<file path="config.mk">
export PLATFORM = sky130hd
export DESIGN_NAME = tsb_top
export DESIGN_NICKNAME = d
export VERILOG_FILES = /design/src/tsb_pkg_seg.sv /design/src/tsb_top.sv
export SDC_FILE = /design/constraint.sdc
export NUM_CORES = 1
export LEC_CHECK = 0
export CORE_AREA = 4 4 451 453
export DETAILED_ROUTE_END_ITERATION = 16
export DIE_AREA = 0 0 455 457
export DONT_BUFFER_PORTS = 1
export PLACE_DENSITY = 0.3
export SYNTH_ARGS = -nofsm -noshare
export SYNTH_HDL_FRONTEND = slang
export SYNTH_SLANG_ARGS = --single-unit
</file>
<file path="constraint.sdc">
create_clock -name i_clk -period 10.76 [get_ports i_clk]
set_clock_uncertainty 0.15 [all_clocks]
set_input_delay 1.614 -clock i_clk [delete_from_list [all_inputs] [get_ports i_clk]]
set_output_delay 1.614 -clock i_clk [all_outputs]
set_load 0.1 [all_outputs]
</file>
<file path="src/tsb_pkg_seg.sv">
package tsb_pkg;
  localparam int NSEG = 4;
  localparam int DATA_W = 128;
  localparam int EMPTY_W = 4;
  localparam int EMPTY_LOW_W = 3;
  localparam int ADDR_W = 8;
  localparam logic [ADDR_W-1:0] OFS_CTRL = 8'h00;
  localparam logic [ADDR_W-1:0] OFS_BCW_CNT = 8'h04;
  localparam logic [ADDR_W-1:0] OFS_ERR_CNT = 8'h08;
  localparam logic [ADDR_W-1:0] OFS_EOP_CNT = 8'h0c;
  localparam int CTRL_STATS_EN_BIT = 0;
  localparam int CTRL_CLEAR_BIT = 1;
  localparam logic CTRL_STATS_EN_RST = 1'b1;
  localparam logic [31:0] CNT_RST = 32'h0000_0000;
  localparam logic [EMPTY_W-1:0] EMPTY_RST = 4'h0;
  localparam logic [DATA_W-1:0] DATA_RST = '0;
endpackage : tsb_pkg

module tsb_seg (
  input wire logic i_clk,
  input wire logic i_rst_n,
  input wire logic i_valid,
  input wire logic i_eop,
  input wire logic i_err,
  input wire logic [tsb_pkg::EMPTY_W-1:0] i_empty,
  input wire logic i_bctl,
  input wire logic [tsb_pkg::DATA_W-1:0] i_data,
  output logic o_valid,
  output logic o_eop,
  output logic o_err,
  output logic [tsb_pkg::EMPTY_W-1:0] o_empty,
  output logic o_bcw,
  output logic [tsb_pkg::DATA_W-1:0] o_data
);
  logic last_take;
  logic err_take;
  logic [tsb_pkg::EMPTY_W-1:0] empty_d;

  assign last_take = i_valid & i_eop;
  assign err_take = last_take & i_err;

  always_comb
  begin
    empty_d = tsb_pkg::EMPTY_RST;
    if (err_take)
    begin
      empty_d = {i_empty[tsb_pkg::EMPTY_W-1], {tsb_pkg::EMPTY_LOW_W{1'b0}}};
    end
    else if (last_take)
    begin
      empty_d = i_empty;
    end
  end

  always_ff @(posedge i_clk)
  begin
    if (!i_rst_n)
    begin
      o_valid <= 1'b0;
      o_eop <= 1'b0;
      o_err <= 1'b0;
      o_empty <= tsb_pkg::EMPTY_RST;
      o_bcw <= 1'b0;
      o_data <= tsb_pkg::DATA_RST;
    end
    else
    begin
      o_valid <= i_valid;
      o_eop <= last_take;
      o_err <= err_take;
      o_empty <= empty_d;
      // burst word requested ahead of this data whenever the segment is valid and bctl is set
      o_bcw <= i_valid & i_bctl;
      o_data <= i_valid ? i_data : tsb_pkg::DATA_RST;
    end
  end
endmodule : tsb_seg

</file>
<file path="src/tsb_top.sv">
module tsb_top (
  input wire logic i_clk,
  input wire logic i_rst_n,
  input wire logic i_psel,
  input wire logic i_penable,
  input wire logic i_pwrite,
  input wire logic [tsb_pkg::ADDR_W-1:0] i_paddr,
  input wire logic [31:0] i_pwdata,
  output logic [31:0] o_prdata,
  output logic o_pready,
  output logic o_pslverr,
  input wire logic [tsb_pkg::NSEG-1:0] i_seg_valid,
  input wire logic [tsb_pkg::NSEG-1:0] i_seg_eop,
  input wire logic [tsb_pkg::NSEG-1:0] i_seg_err,
  input wire logic [tsb_pkg::NSEG-1:0][tsb_pkg::EMPTY_W-1:0] i_seg_empty,
  input wire logic [tsb_pkg::NSEG-1:0] i_seg_bctl,
  input wire logic [tsb_pkg::NSEG-1:0][tsb_pkg::DATA_W-1:0] i_seg_data,
  output logic [tsb_pkg::NSEG-1:0] o_seg_valid,
  output logic [tsb_pkg::NSEG-1:0] o_seg_eop,
  output logic [tsb_pkg::NSEG-1:0] o_seg_err,
  output logic [tsb_pkg::NSEG-1:0][tsb_pkg::EMPTY_W-1:0] o_seg_empty,
  output logic [tsb_pkg::NSEG-1:0] o_seg_bcw,
  output logic [tsb_pkg::NSEG-1:0][tsb_pkg::DATA_W-1:0] o_seg_data
);
  logic stats_en_q;
  logic [31:0] bcw_cnt_q;
  logic [31:0] err_cnt_q;
  logic [31:0] eop_cnt_q;
  logic apb_access;
  logic apb_commit;
  logic wr_ctrl;
  logic clear_req;
  logic [31:0] rd_data;
  logic rd_err;

  function automatic logic [31:0] pop4(input logic [tsb_pkg::NSEG-1:0] v);
    logic [31:0] s;
    s = 32'h0;
    for (int i = 0; i < tsb_pkg::NSEG; i++)
    begin
      s = s + {31'h0, v[i]};
    end
    return s;
  endfunction : pop4

  genvar k;
  generate
    for (k = 0; k < tsb_pkg::NSEG; k++)
    begin : g_seg
      tsb_seg u_seg (
        .i_clk(i_clk),
        .i_rst_n(i_rst_n),
        .i_valid(i_seg_valid[k]),
        .i_eop(i_seg_eop[k]),
        .i_err(i_seg_err[k]),
        .i_empty(i_seg_empty[k]),
        .i_bctl(i_seg_bctl[k]),
        .i_data(i_seg_data[k]),
        .o_valid(o_seg_valid[k]),
        .o_eop(o_seg_eop[k]),
        .o_err(o_seg_err[k]),
        .o_empty(o_seg_empty[k]),
        .o_bcw(o_seg_bcw[k]),
        .o_data(o_seg_data[k])
      );
    end
  endgenerate

  // apb: one wait state, write and read complete at the edge where pready is seen
  assign apb_access = i_psel & i_penable & ~o_pready;
  assign apb_commit = i_psel & i_penable & o_pready;
  assign wr_ctrl = apb_commit & i_pwrite & (i_paddr == tsb_pkg::OFS_CTRL);
  assign clear_req = wr_ctrl & i_pwdata[tsb_pkg::CTRL_CLEAR_BIT];

  always_comb
  begin
    rd_data = 32'h0;
    rd_err = 1'b0;
    if (i_paddr == tsb_pkg::OFS_CTRL)
    begin
      rd_data = {31'h0, stats_en_q};
    end
    else if (i_paddr == tsb_pkg::OFS_BCW_CNT)
    begin
      rd_data = bcw_cnt_q;
    end
    else if (i_paddr == tsb_pkg::OFS_ERR_CNT)
    begin
      rd_data = err_cnt_q;
    end
    else if (i_paddr == tsb_pkg::OFS_EOP_CNT)
    begin
      rd_data = eop_cnt_q;
    end
    else
    begin
      rd_err = 1'b1;
    end
  end

  always_ff @(posedge i_clk)
  begin
    if (!i_rst_n)
    begin
      o_pready <= 1'b0;
      o_pslverr <= 1'b0;
      o_prdata <= 32'h0;
    end
    else
    begin
      o_pready <= apb_access;
      o_pslverr <= apb_access & rd_err;
      o_prdata <= (apb_access & ~i_pwrite) ? rd_data : 32'h0;
    end
  end

  always_ff @(posedge i_clk)
  begin
    if (!i_rst_n)
    begin
      stats_en_q <= tsb_pkg::CTRL_STATS_EN_RST;
    end
    else if (wr_ctrl)
    begin
      stats_en_q <= i_pwdata[tsb_pkg::CTRL_STATS_EN_BIT];
    end
  end

  // counters: events in the clearing cycle are still counted when stats_en_q is set
  always_ff @(posedge i_clk)
  begin
    if (!i_rst_n)
    begin
      bcw_cnt_q <= tsb_pkg::CNT_RST;
      err_cnt_q <= tsb_pkg::CNT_RST;
      eop_cnt_q <= tsb_pkg::CNT_RST;
    end
    else
    begin
      bcw_cnt_q <= (clear_req ? tsb_pkg::CNT_RST : bcw_cnt_q)
        + (stats_en_q ? pop4(o_seg_bcw) : 32'h0);
      err_cnt_q <= (clear_req ? tsb_pkg::CNT_RST : err_cnt_q)
        + (stats_en_q ? pop4(o_seg_err) : 32'h0);
      eop_cnt_q <= (clear_req ? tsb_pkg::CNT_RST : eop_cnt_q)
        + (stats_en_q ? pop4(o_seg_eop) : 32'h0);
    end
  end

  generate
    for (k = 0; k < tsb_pkg::NSEG; k++)
    begin : g_chk

    end
  endgenerate
endmodule : tsb_top
</file>
== After elaboration in Yosys (flattened, before gate mapping) ==
Cells that the tools add are included.

* Flip-flop bits (word level): 675
* Bits of input ports: 589
* Output and inout bits: 578

* $add $sub $neg: 12
* Equal/unequal tests: 3
* Multiplexer cells: 22
* Bitwise gates (word level): 28
* Reduce and logical (&&, ||, !) cells: 11

{| class="wikitable"
|+ Operators with widths
! operator !! count
|-
| $mux W32 || 6
|-
| $add A32 B4 Y32 || 3
|-
| $mux W4 || 11
|-
| $and A1 B1 Y1 || 20
|-
| $eq A8 B4 Y1 const B || 2
|-
| $reduce_or A3 Y1 || 5
|-
| $add A3 B1 Y4 || 3
|-
| $reduce_and A2 Y1 || 5
|-
| $add A2 B1 Y3 || 3
|-
| $eq A8 B3 Y1 const B || 1
|-
| $logic_not A8 Y1 || 1
|-
| $not A1 Y1 || 8
|-
| $add A1 B1 Y2 || 3
|-
| $mux W1 || 5
|}

== Logic depth before layout (Yosys ltp) ==
Gate-level depths: netlist of run 1.

* Word-level depth: 7
* Gate-level depth with buffers: 15

== Cells and area by module ==
A second synthesis of run 1 with hierarchy kept.

* Cells, all modules: 1,956
* Area total of the unflattened synthesis: 21,633.2 um^2

{| class="wikitable"
|+ By module, submodules not included
! module !! instances !! cells each !! area each (um^2)
|-
| tsb_seg || 4 || 301 || 3,788.6
|-
| tsb_top || 1 || 752 || 6,478.7
|}

== Worst setup path after synthesis of run 1 ==
OpenSTA, ideal clock, no wires.

* Path type: input -> register
* From: input i_paddr[7] (netlist bit)
* To: register bcw_cnt_q[26]
* Library setup time: 70 ps
* Data arrival time: 4,758 ps
* Data required time: 10,540 ps
* Slack: 5,782 ps
* Stages: 12
* Buffers on the path: 3
* Path through: nor4_1 -> nand4_1 -> clkbuf_1 -> clkbuf_1 -> and2_1 -> ha_1 -> a21oi_1 -> or4_4 -> or3_1 -> buf_2 -> or3_1 -> a21oi_1

* Cells in the longest elaborated chain, start to end: 5

{| class="wikitable"
|+ RTL lines
! item !! RTL line !! text
|-
| from (decl) || tsb_top.sv:7 || <nowiki>input wire logic [tsb_pkg::ADDR_W-1:0] i_paddr,</nowiki>
|-
| $logic_not A8 Y1 || tsb_top.sv:72 || <nowiki>assign wr_ctrl = apb_commit & i_pwrite & (i_paddr == tsb_pkg::OFS_CTRL);</nowiki>
|-
| $and A1 B1 Y1 || tsb_top.sv:72 ||
|-
| $and A1 B1 Y1 || tsb_top.sv:73 || <nowiki>assign clear_req = wr_ctrl & i_pwdata[tsb_pkg::CTRL_CLEAR_BIT];</nowiki>
|-
| $mux W32 || tsb_top.sv:140 || <nowiki>bcw_cnt_q <= (clear_req ? tsb_pkg::CNT_RST : bcw_cnt_q)</nowiki>
|-
| $add A32 B4 Y32 || tsb_top.sv:141 || <nowiki>+ (stats_en_q ? pop4(o_seg_bcw) : 32'h0);</nowiki>
|-
| to (signal assigned) || tsb_top.sv:134 || <nowiki>bcw_cnt_q <= tsb_pkg::CNT_RST;</nowiki>
|-
| to (signal assigned) || tsb_top.sv:140 ||
|-
| to (decl) || tsb_top.sv:26 || <nowiki>logic [31:0] bcw_cnt_q;</nowiki>
|}

No other way between the ends.
A chain may end at the register's enable or synchronous reset.

== Worst setup path in the final report of run 1 ==
* From: register g_seg[3].u_seg.o_bcw
* To: register bcw_cnt_q[27]

* Cells in the longest elaborated chain, start to end: 3

{| class="wikitable"
|+ RTL lines
! item !! RTL line !! text
|-
| from (decl) || tsb_pkg_seg.sv:32 || <nowiki>output logic o_bcw,</nowiki>
|-
| from (signal assigned) || tsb_pkg_seg.sv:73 || <nowiki>o_bcw <= i_valid & i_bctl;</nowiki>
|-
| $add A3 B1 Y4 || tsb_top.sv:41 || <nowiki>s = s + {31'h0, v[i]};</nowiki>
|-
| $mux W4 || tsb_top.sv:141 ||
|-
| $add A32 B4 Y32 || tsb_top.sv:141 ||
|}

No other way between the ends.

==> results.cfg, run 1 <==
[global_route]
grt_util_all_layers_pct = 13.9
grt_max_degree = 534
grt_pass1_wl_um = 187000
grt_pass1_vias = 16300
overflow = 0
antenna_found_initial = 177

[layout]
area_growth_pct = 33.7
drive_gt1_share_pct = 16.8
final_common_cell = dfxtp_1
layout_common_cells = dfxtp_1 (675), and3_1 (536), buf_4 (159)
fin_util_pct = 14.3
final_cell_area_mm2 = 0.0285
final_net_count = 2664

[critical_path]
worstPathCellList = fa_1 -> ha_1 -> ha_1 -> and2_1 -> ha_1 -> nand3_1 -> a21oi_1 -> nand4_1 -> or4_1 -> nand2_1
critPathKind = register to register
worst-endpoint-required_ns = 11.27
endpoint_kind = register
path_max_fanout = 13
path_buf_inv = 0
crit_top_cell = ha_1
critical_path_arrival_ns = 5.46
startpoint_type = register
cp_slowest_stage_delay_ns = 1.02
crit_slowest_cell = dfxtp_1
crit_family = simple AND/OR/NAND/NOR gates

[sta]
max_freq_mhz = 202
rsz0062_at_grt = false
fin_crit_sh_pct = 45.9
tightest_slew_ns = 1.57
slew_headroom_pct = -4.72
fin_crit_ns = 4.94
setup_viol = 0
maxSlewViolCount = 154
hold_viol = 0
fin_tns_setup_ns = 0

[yosys]
synth_ff_type = dfxtp_1
synth_seq_cells = 675
yosysWarnings = 0
synth.net_count = 2582
syn_inst = 1972
synth_edf_count = 0
synth.avg_cell_area_um2 = 10.8
synth_area_mm2 = 0.0213
ys_types = 49
yosysSeqAreaShare_pct = 63.4
async_flop_share_pct = 0

[floorplan]
die_width_um = 455
start_util_pct = 10.7
ios = 1167
coreArea_mm2 = 0.199
dieArea_mm2 = 0.208
die_h_um = 457
rows = 164

[run]
maxCapViolCount = 0

[status]
violations = slew limit
status = complete, but fails checks

[drt]
ant_nets = 0
via_per_inst = 3.34
wl_per_cell_um = 31.1
routed_wl_um = 151000
firstDrtPassIters = 5
drcViolationCount = 0
first_iter_violations = 985
vias = 16200

[clock_tree]
clkTransAtPathRegs_ns = 0.06
hold_buffers = 0
cts_tree = done
cts-resized-gates = 0
cts_inserted_buffers = 91
post_cts_buffers = 0
h-tree-depth = 3
clkSinkCount = 675
cts-root-buf = clkbuf_16
clkLatencyLatePin_ns = 0.74
cts.path.max_buffers = 3

[power_and_ir_drop]
power_density_mw_per_mm2 = 235
peakVddDrop_uv = 117
power.total_mw = 6.70
p_leak_nw = 12.1

[place]
gp_congestion = 0.877
post_dp_cell_area_mm2 = 0.0251
portBuffers = 0
place_hpwl_um = 121000

[min_path]
min_path_type = register to register
[worst register-to-register path, stage by stage (launching register included)]
cell and delay [ns]:
dfxtp_1 1.02, fa_1 0.67, ha_1 0.29, ha_1 0.31, and2_1 0.23, ha_1 0.30, nand3_1 0.09, a21oi_1 0.49
nand4_1 0.58, or4_1 0.66, nand2_1 0.08
[power by group]
| part | switching (mW) | internal [mW] | leakage, nW |
|---|---|---|---|
| clock network | 1.34 | 1.92 | 1.53 |
| logic | 0.272 | 0.0826 | 5.00 |
| registers | 0.494 | 2.59 | 5.52 |
| total | 2.10 | 4.59 | 12.1 |
[through the flow]
stage	worst slack [ns]	instances	hold slack, ns
CTS	5.79	4782	0.329
floorplan	5.78	1972	0.296
detailed placement	5.20	4617	0.320
global route	5.53	4834	0.362
global placement	5.19	4617	0.321
finish	5.82	4850	0.331
[flip-flops by register name (all words and copies together), names as in the netlist, 4 cells and up]
signal               flops
bcw_cnt_q               32
eop_cnt_q               32
err_cnt_q               32
g_seg.u_seg.o_bcw        4
g_seg.u_seg.o_data     512
g_seg.u_seg.o_empty     16
g_seg.u_seg.o_eop        4
g_seg.u_seg.o_err        4
g_seg.u_seg.o_valid      4
o_prdata                32
[cell families after synthesis]
group | after synthesis | synth area share, %
mux | 32 | 1.73
simple gates | 862 | 23.8
fa+ha+maj | 21 | 1.44
flops | 675 | 63.4
buf+inv | 189 | 3.69
compound gates | 134 | 3.59
xor+xnor | 59 | 2.42
[routing by layer]
metal / track usage (%) / share of wire, % / vias up
met5: 0 / 0.063 / -
met4: 5.24 / 4.7 / 16
met3: 11.2 / 18 / 409
met2: 21.3 / 43 / 1055
met1: 13.9 / 34 / 7678
li1: - / - / 7050
[worst paths after layout]
path                                            from            end  slack (ns)  depth (start not counted)
worst max register to register  g_seg[3].u_seg.o_bcw  bcw_cnt_q[27]        5.82                         10
worst max-delay path            g_seg[3].u_seg.o_bcw  bcw_cnt_q[27]        5.82                         10
worst min register to register         bcw_cnt_q[31]  bcw_cnt_q[31]        0.33                          2
worst min-delay path                   bcw_cnt_q[31]  bcw_cnt_q[31]        0.33                          2
[layout make-up]
type                       count  area [um^2]
antenna                       68          170
clock buffer                 112         2440
clock inverter                53          762
fill                       22400       171000
inverter                      19         71.3
multi-input combinational   1108         7050
sequential                   675        13500
tap                         2656         3320
timing repair buffer         159         1190
[synth_stat cells (24+ instances only)]
cell      count  area, um^2
a21oi_1      57         285
and2_1       33         206
and3_1      536        3350
clkbuf_1    146         548
dfxtp_1     675       13500
mux2_2       29         327
nand2_1      75         282
nand3_1      25         125
nand4_1      40         250
nor2_1       73         274
o21ai_0      47         235
xnor2_1      24         210
xor2_1       35         307
Power figures use the tool's default switching activity.
==> run 2: changes to the inputs <==
- ABC_AREA: default -> 1
- CORE_AREA: 4 4 451 453 -> 4 4 455 457
- DIE_AREA: 0 0 455 457 -> 0 0 459 461
- clock period: 10.76 -> 4 ns (I/O delays scaled with it)
==> results.cfg, run 2 <==
[status]
status = completed

[place]
placed_cells = 5675
gp_congestion = 0.873
post_dp_cell_area_mm2 = 0.0273
preCtsSetupSlack_ns = 0.446
place_hpwl_um = 160000
portBuffers = 0

[min_path]
min_path_type = input pin to register
hold_path_end = g_seg[3].u_seg.o_eop
holdCritStartpoint = i_seg_eop[3]
holdPathStages = 2

[floorplan]
die_h_um = 461
coreArea_mm2 = 0.204
dieArea_mm2 = 0.212
ios = 1167
start_util_pct = 11.3
die_width_um = 459
rows = 166

[global_route]
busiest_layer = met2
grt_util_all_layers_pct = 17.1
use_met2_pct = 29.0
grt_pass1_vias = 21700
grt_max_degree = 130
grt_pass1_wl_um = 233000
met1_usage_pct = 19.5
antenna_found_initial = 95
overflow = 0
grt_use_met3_pct = 7.41

[drt]
wl_per_cell_um = 29.2
first_iter_violations = 1100
routed_wl_um = 187000
drcViolationCount = 0
via_per_inst = 3.35
firstDrtPassIters = 5
vias = 21500
ant_nets = 0

[layout]
layout_common_cells = nor2_1 (712), inv_1 (704), dfxtp_1 (675)
final_net_count = 4243
final_common_cell = nor2_1
largest_reg_flops = 512
drive_gt1_share_pct = 10.6
top_register = g_seg.u_seg.o_data
instances_no_fill = 6416
final_cell_area_mm2 = 0.0361
area_growth_pct = 57.3
multiInputGateArea_mm2 = 0.00626
ff_latch_area_mm2 = 0.0135
fillers = 22900
fin_util_pct = 17.8

[sta]
hold_ws_ns = 0.0946
max_freq_mhz = 288
setup_viol = 0
rsz0062_at_grt = false
fin_tns_setup_ns = 0
fin_crit_ns = 3.47
layout_setup_ws_ns = 0.526
maxSlewViolCount = 0
tightest_slew_ns = 1.24
hold_viol = 0
slew_headroom_pct = 17.6
fin_crit_sh_pct = 86.9

[clock_tree]
clkSinkCount = 675
clkLatencyLatePin_ns = 0.74
clkTransAtPathRegs_ns = 0.05
cts.path.max_buffers = 3
cts_inserted_buffers = 94
cts_tree = done
cts-resized-gates = 0
post_cts_buffers = 0
h-tree-depth = 3
hold_buffers = 550
cts-root-buf = clkbuf_16

[yosys]
yosysSeqAreaShare_pct = 58.8
synth_seq_cells = 675
synth_commonest_cells = nor2_1 (712), inv_1 (704), dfxtp_1 (675)
ys_top_cells_by_area = dfxtp_1 (59%), nor2_1 (12%), inv_1 (11%), nand2_1 (5.4%), nand3_1 (3.0%)
synth_edf_count = 0
synth.most_common_cell = nor2_1
synth_area_mm2 = 0.0230
syn_inst = 2912
synth.net_count = 3522
async_flop_share_pct = 0
yosysWarnings = 0
yosys.area.top_type = dfxtp_1
synth_ff_type = dfxtp_1
ys_types = 37
synth_top_cell_area_share_pct = 58.8
synth.avg_cell_area_um2 = 7.89

[critical_path]
worst-endpoint-required_ns = 4.40
worstReg2RegEnd = err_cnt_q[31]
path_buf_inv = 2
crit_slowest_cell = fa_1
crit_top_cell = nand2_1
path_max_fanout = 4
cp.depth = 16
crit_family = simple AND/OR/NAND/NOR gates
cp_slowest_stage_delay_ns = 0.47
worstPathCellList = fa_1 -> ha_1 -> ha_1 -> nand2_1 -> inv_1 -> ha_1 -> nand3_1 -> nand2_1 -> nand2_1 -> nand3b_2 -> nor2_2 -> clkinv_1 -> nor2_1 -> nand2_1 -> nand2_1 -> a21oi_1
rr_worst_depth = 16
startpoint_type = register
r2r_start = g_seg[3].u_seg.o_err
reg2reg_slack_ns = 0.53
critPathKind = register to register
endpoint_kind = register
critical_path_arrival_ns = 3.87

[power_and_ir_drop]
power.total_mw = 19.1
peakVddDrop_uv = 313
p_leak_nw = 16.9
power_density_mw_per_mm2 = 528

[run]
maxCapViolCount = 0
==> run 2: cell types whose count changed in the layout (fill, tap and decap cells not counted), moves of 111 or more <==
cell           delta
and3_1          -536
dlygate4sd3_1   +549
inv_1           +685
nand2_1         +250
nand3_1         +111
nor2_1          +639
==> run 2: kinds of logic (layout without fill, tap and decap cells) <==
| family | after synthesis | after routing | share of synthesized area (%) |
|---|---|---|---|
| buffers and inverters | 825 | 1624 | 14.1 |
| adders and majority gates | 21 | 21 | 1.34 |
| other | 0 | 17 | 0 |
| xor gates and xnor gates | 2 | 2 | 0.0762 |
| DFF | 675 | 675 | 58.8 |
| and+or+nand+nor | 1228 | 1228 | 21.6 |
| AOI/OAI and AO/OA | 161 | 161 | 4.03 |
==> run 2: worst max-delay path by stage <==
stage,startpoint,endpoint
6_report,g_seg[3].u_seg.o_err,err_cnt_q[31]
5_1_grt,g_seg[1].u_seg.o_eop,eop_cnt_q[27]
4_1_cts,g_seg[3].u_seg.o_eop,eop_cnt_q[27]
3_5_place_dp,g_seg[3].u_seg.o_eop,eop_cnt_q[27]
3_3_place_gp,g_seg[1].u_seg.o_eop,eop_cnt_q[27]
2_1_floorplan,o_pready,bcw_cnt_q[15]
==> run 2: metal layers <==
metal,vias up,share of wire [%]
met3,275,10
met5,-,0.065
met1,10300,39
met4,18,3.0
met2,996,48
li1,9916,-
==> run 2: cell type report <==
| type | count | area share [%] |
|---|---|---|
| clock buffer | 122 | 7.33 |
| tap | 2688 | 9.30 |
| timing repair buffer | 743 | 19.5 |
| clock inverter | 52 | 1.72 |
| sequential | 675 | 37.4 |
| antenna | 17 | 0.118 |
| inverter | 707 | 7.34 |
| multi-input combinational | 1412 | 17.3 |
==> run 2: power by group <==
part / leakage (nW) / internal, mW / total (mW) / switching, mW
clock network: 1.61 / 5.28 / 8.98 / 3.70
logic: 9.74 / 0.567 / 1.85 / 1.28
registers: 5.52 / 6.95 / 8.25 / 1.29
total: 16.9 / 12.8 / 19.1 / 6.27
==> run 3: changes to the inputs <==
- clock period: 4 -> 3.13 ns (I/O delays scaled with it)
==> results.cfg, run 3 (synthesis results as in run 2) <==
[floorplan]
die_width_um = 459
coreArea_mm2 = 0.204
die_h_um = 461
start_util_pct = 11.3
rows = 166
ios = 1167
dieArea_mm2 = 0.212

[critical_path]
path_max_fanout = 6
critPathKind = register to register
worst-endpoint-required_ns = 3.58
startpoint_type = register
endpoint_kind = register
critical_path_arrival_ns = 3.54

[place]
portBuffers = 0
gp_congestion = 0.927
post_dp_cell_area_mm2 = 0.0289
place_hpwl_um = 160000

[min_path]
min_path_type = input pin to register

[drt]
wl_per_cell_um = 27.9
first_iter_violations = 1295
routed_wl_um = 186000
vias = 22700
firstDrtPassIters = 5
via_per_inst = 3.40
ant_nets = 0
drcViolationCount = 0

[layout]
ff_latch_area_mm2 = 0.0135
final_cell_area_mm2 = 0.0387
largest_reg_flops = 512
multiInputGateArea_mm2 = 0.00676
drive_gt1_share_pct = 17.5
layout_common_cells = inv_1 (690), nor2_1 (688), dfxtp_1 (670)
top_register = g_seg.u_seg.o_data
final_common_cell = inv_1
fillers = 23000
area_growth_pct = 68.2
fin_util_pct = 19.0
final_net_count = 4493

[power_and_ir_drop]
peakVddDrop_uv = 374
p_leak_nw = 18.2
power_density_mw_per_mm2 = 631

[clock_tree]
h-tree-depth = 3
clkSinkCount = 675
cts_inserted_buffers = 93
clkTransAtPathRegs_ns = 0.06
cts_tree = done
cts.path.max_buffers = 3
cts-root-buf = clkbuf_16
clkLatencyLatePin_ns = 0.73

[run]
maxCapViolCount = 0

[global_route]
grt_pass1_vias = 22700
grt_pass1_wl_um = 233000
grt_max_degree = 89
antenna_found_initial = 110
grt_util_all_layers_pct = 16.8
overflow = 0

[sta]
fin_crit_sh_pct = 98.8
tightest_slew_ns = 1.13
maxSlewViolCount = 0
fin_crit_ns = 3.09
hold_viol = 0
hold_ws_ns = 0.0534
setup_viol = 0
rsz0062_at_grt = true
slew_headroom_pct = 24.7
max_freq_mhz = 323

[status]
status = completed
## run 3: cell types whose count changed in the layout (fill, tap and decap cells not counted), moves of 13 or more
cell and delta:
nor2_1 -24, diode_2 +15, nand2_2 +19, inv_1 -14, nor2_4 +19, dlygate4sd3_1 +39, nand2_1 -25, buf_4 +205
inv_2 +13
## run 3: layout make-up
| cell class | instances | area share, % |
|---|---|---|
| Tap cell | 2688 | 8.70 |
| Timing Repair Buffer | 994 | 23.5 |
| Clock buffer | 123 | 6.59 |
| Antenna cell | 32 | 0.207 |
| Sequential cell | 675 | 35.0 |
| Inverter | 707 | 6.87 |
| Clock inverter | 47 | 1.68 |
| Multi-Input combinational cell | 1412 | 17.5 |
## run 3: path summary, 6_finish.rpt
| path | from | end | cells past startpoint | slack [ns] |
|---|---|---|---|---|
| setup reg to reg | g_seg[0].u_seg.o_eop | eop_cnt_q[19] | 17 | 0.04 |
| setup / recovery | g_seg[0].u_seg.o_eop | eop_cnt_q[19] | 17 | 0.04 |
| hold reg to reg | eop_cnt_q[4] | eop_cnt_q[4] | 2 | 0.33 |
| hold / removal | i_seg_eop[3] | g_seg[3].u_seg.o_eop | 2 | 0.05 |
## run 3: per-stage QoR
| step | power, mW | setup slack (ns) | instances | setup TNS, ns |
|---|---|---|---|---|
| 2_1_floorplan | 11.6 | -0.0134 | 2912 | -0.0224 |
| 3_3_place_gp | 12.5 | -0.215 | 5874 | -4.03 |
| 3_5_place_dp | 12.5 | -0.165 | 5874 | -3.47 |
| 4_1_cts | 25.0 | -0.0174 | 6633 | -0.0329 |
| 5_1_grt | 25.4 | -0.106 | 6657 | -1.53 |
| 6_report | 24.4 | 0.0383 | 6678 | 0 |
## run 3: repair_timing
| item | 4_1_cts | 5_1_grt |
|---|---|---|
| setup endpoints to repair | 48 | 75 |
| resized for setup | 41 | 89 |
| pin swaps | 20 | 47 |
| buffers inserted | 2 | 13 |
| hold endpoints to repair | 617 | 63 |
| hold buffers | 587 | 2 |
## run 3: power by group
group | total (mW) | leakage (nW) | switching (mW) | internal (mW)
registers | 9.98 | 5.53 | 1.09 | 8.89
logic | 3.06 | 11.1 | 2.19 | 0.870
clock network | 11.4 | 1.58 | 4.66 | 6.70
total | 24.4 | 18.2 | 7.94 | 16.5
## run 3: layer usage
| metal | GRT usage, % | wire [um] | vias to the layer above |
|---|---|---|---|
| met4 | 4.25 | 4580 | 60 |
| met5 | 0 | 349 | - |
| met2 | 28.6 | 90000 | 929 |
| met1 | 19.0 | 72200 | 10900 |
| li1 | - | - | 10400 |
| met3 | 7.86 | 19100 | 310 |
## run 3: critical path, cell delays in order (launching register included)
cell and delay [ns]:
dfxtp_2 0.33, fa_1 0.52, ha_4 0.19, ha_4 0.23, nand2_4 0.08, inv_4 0.04
ha_4 0.24, nand2_1 0.04, nor2_1 0.11, nor2_2 0.06, nor2_1 0.11, nand3_2 0.13
nor2_4 0.20, nand2_2 0.10, nor2_4 0.23, nand3_2 0.10, nand2_2 0.09, nor2_2 0.04
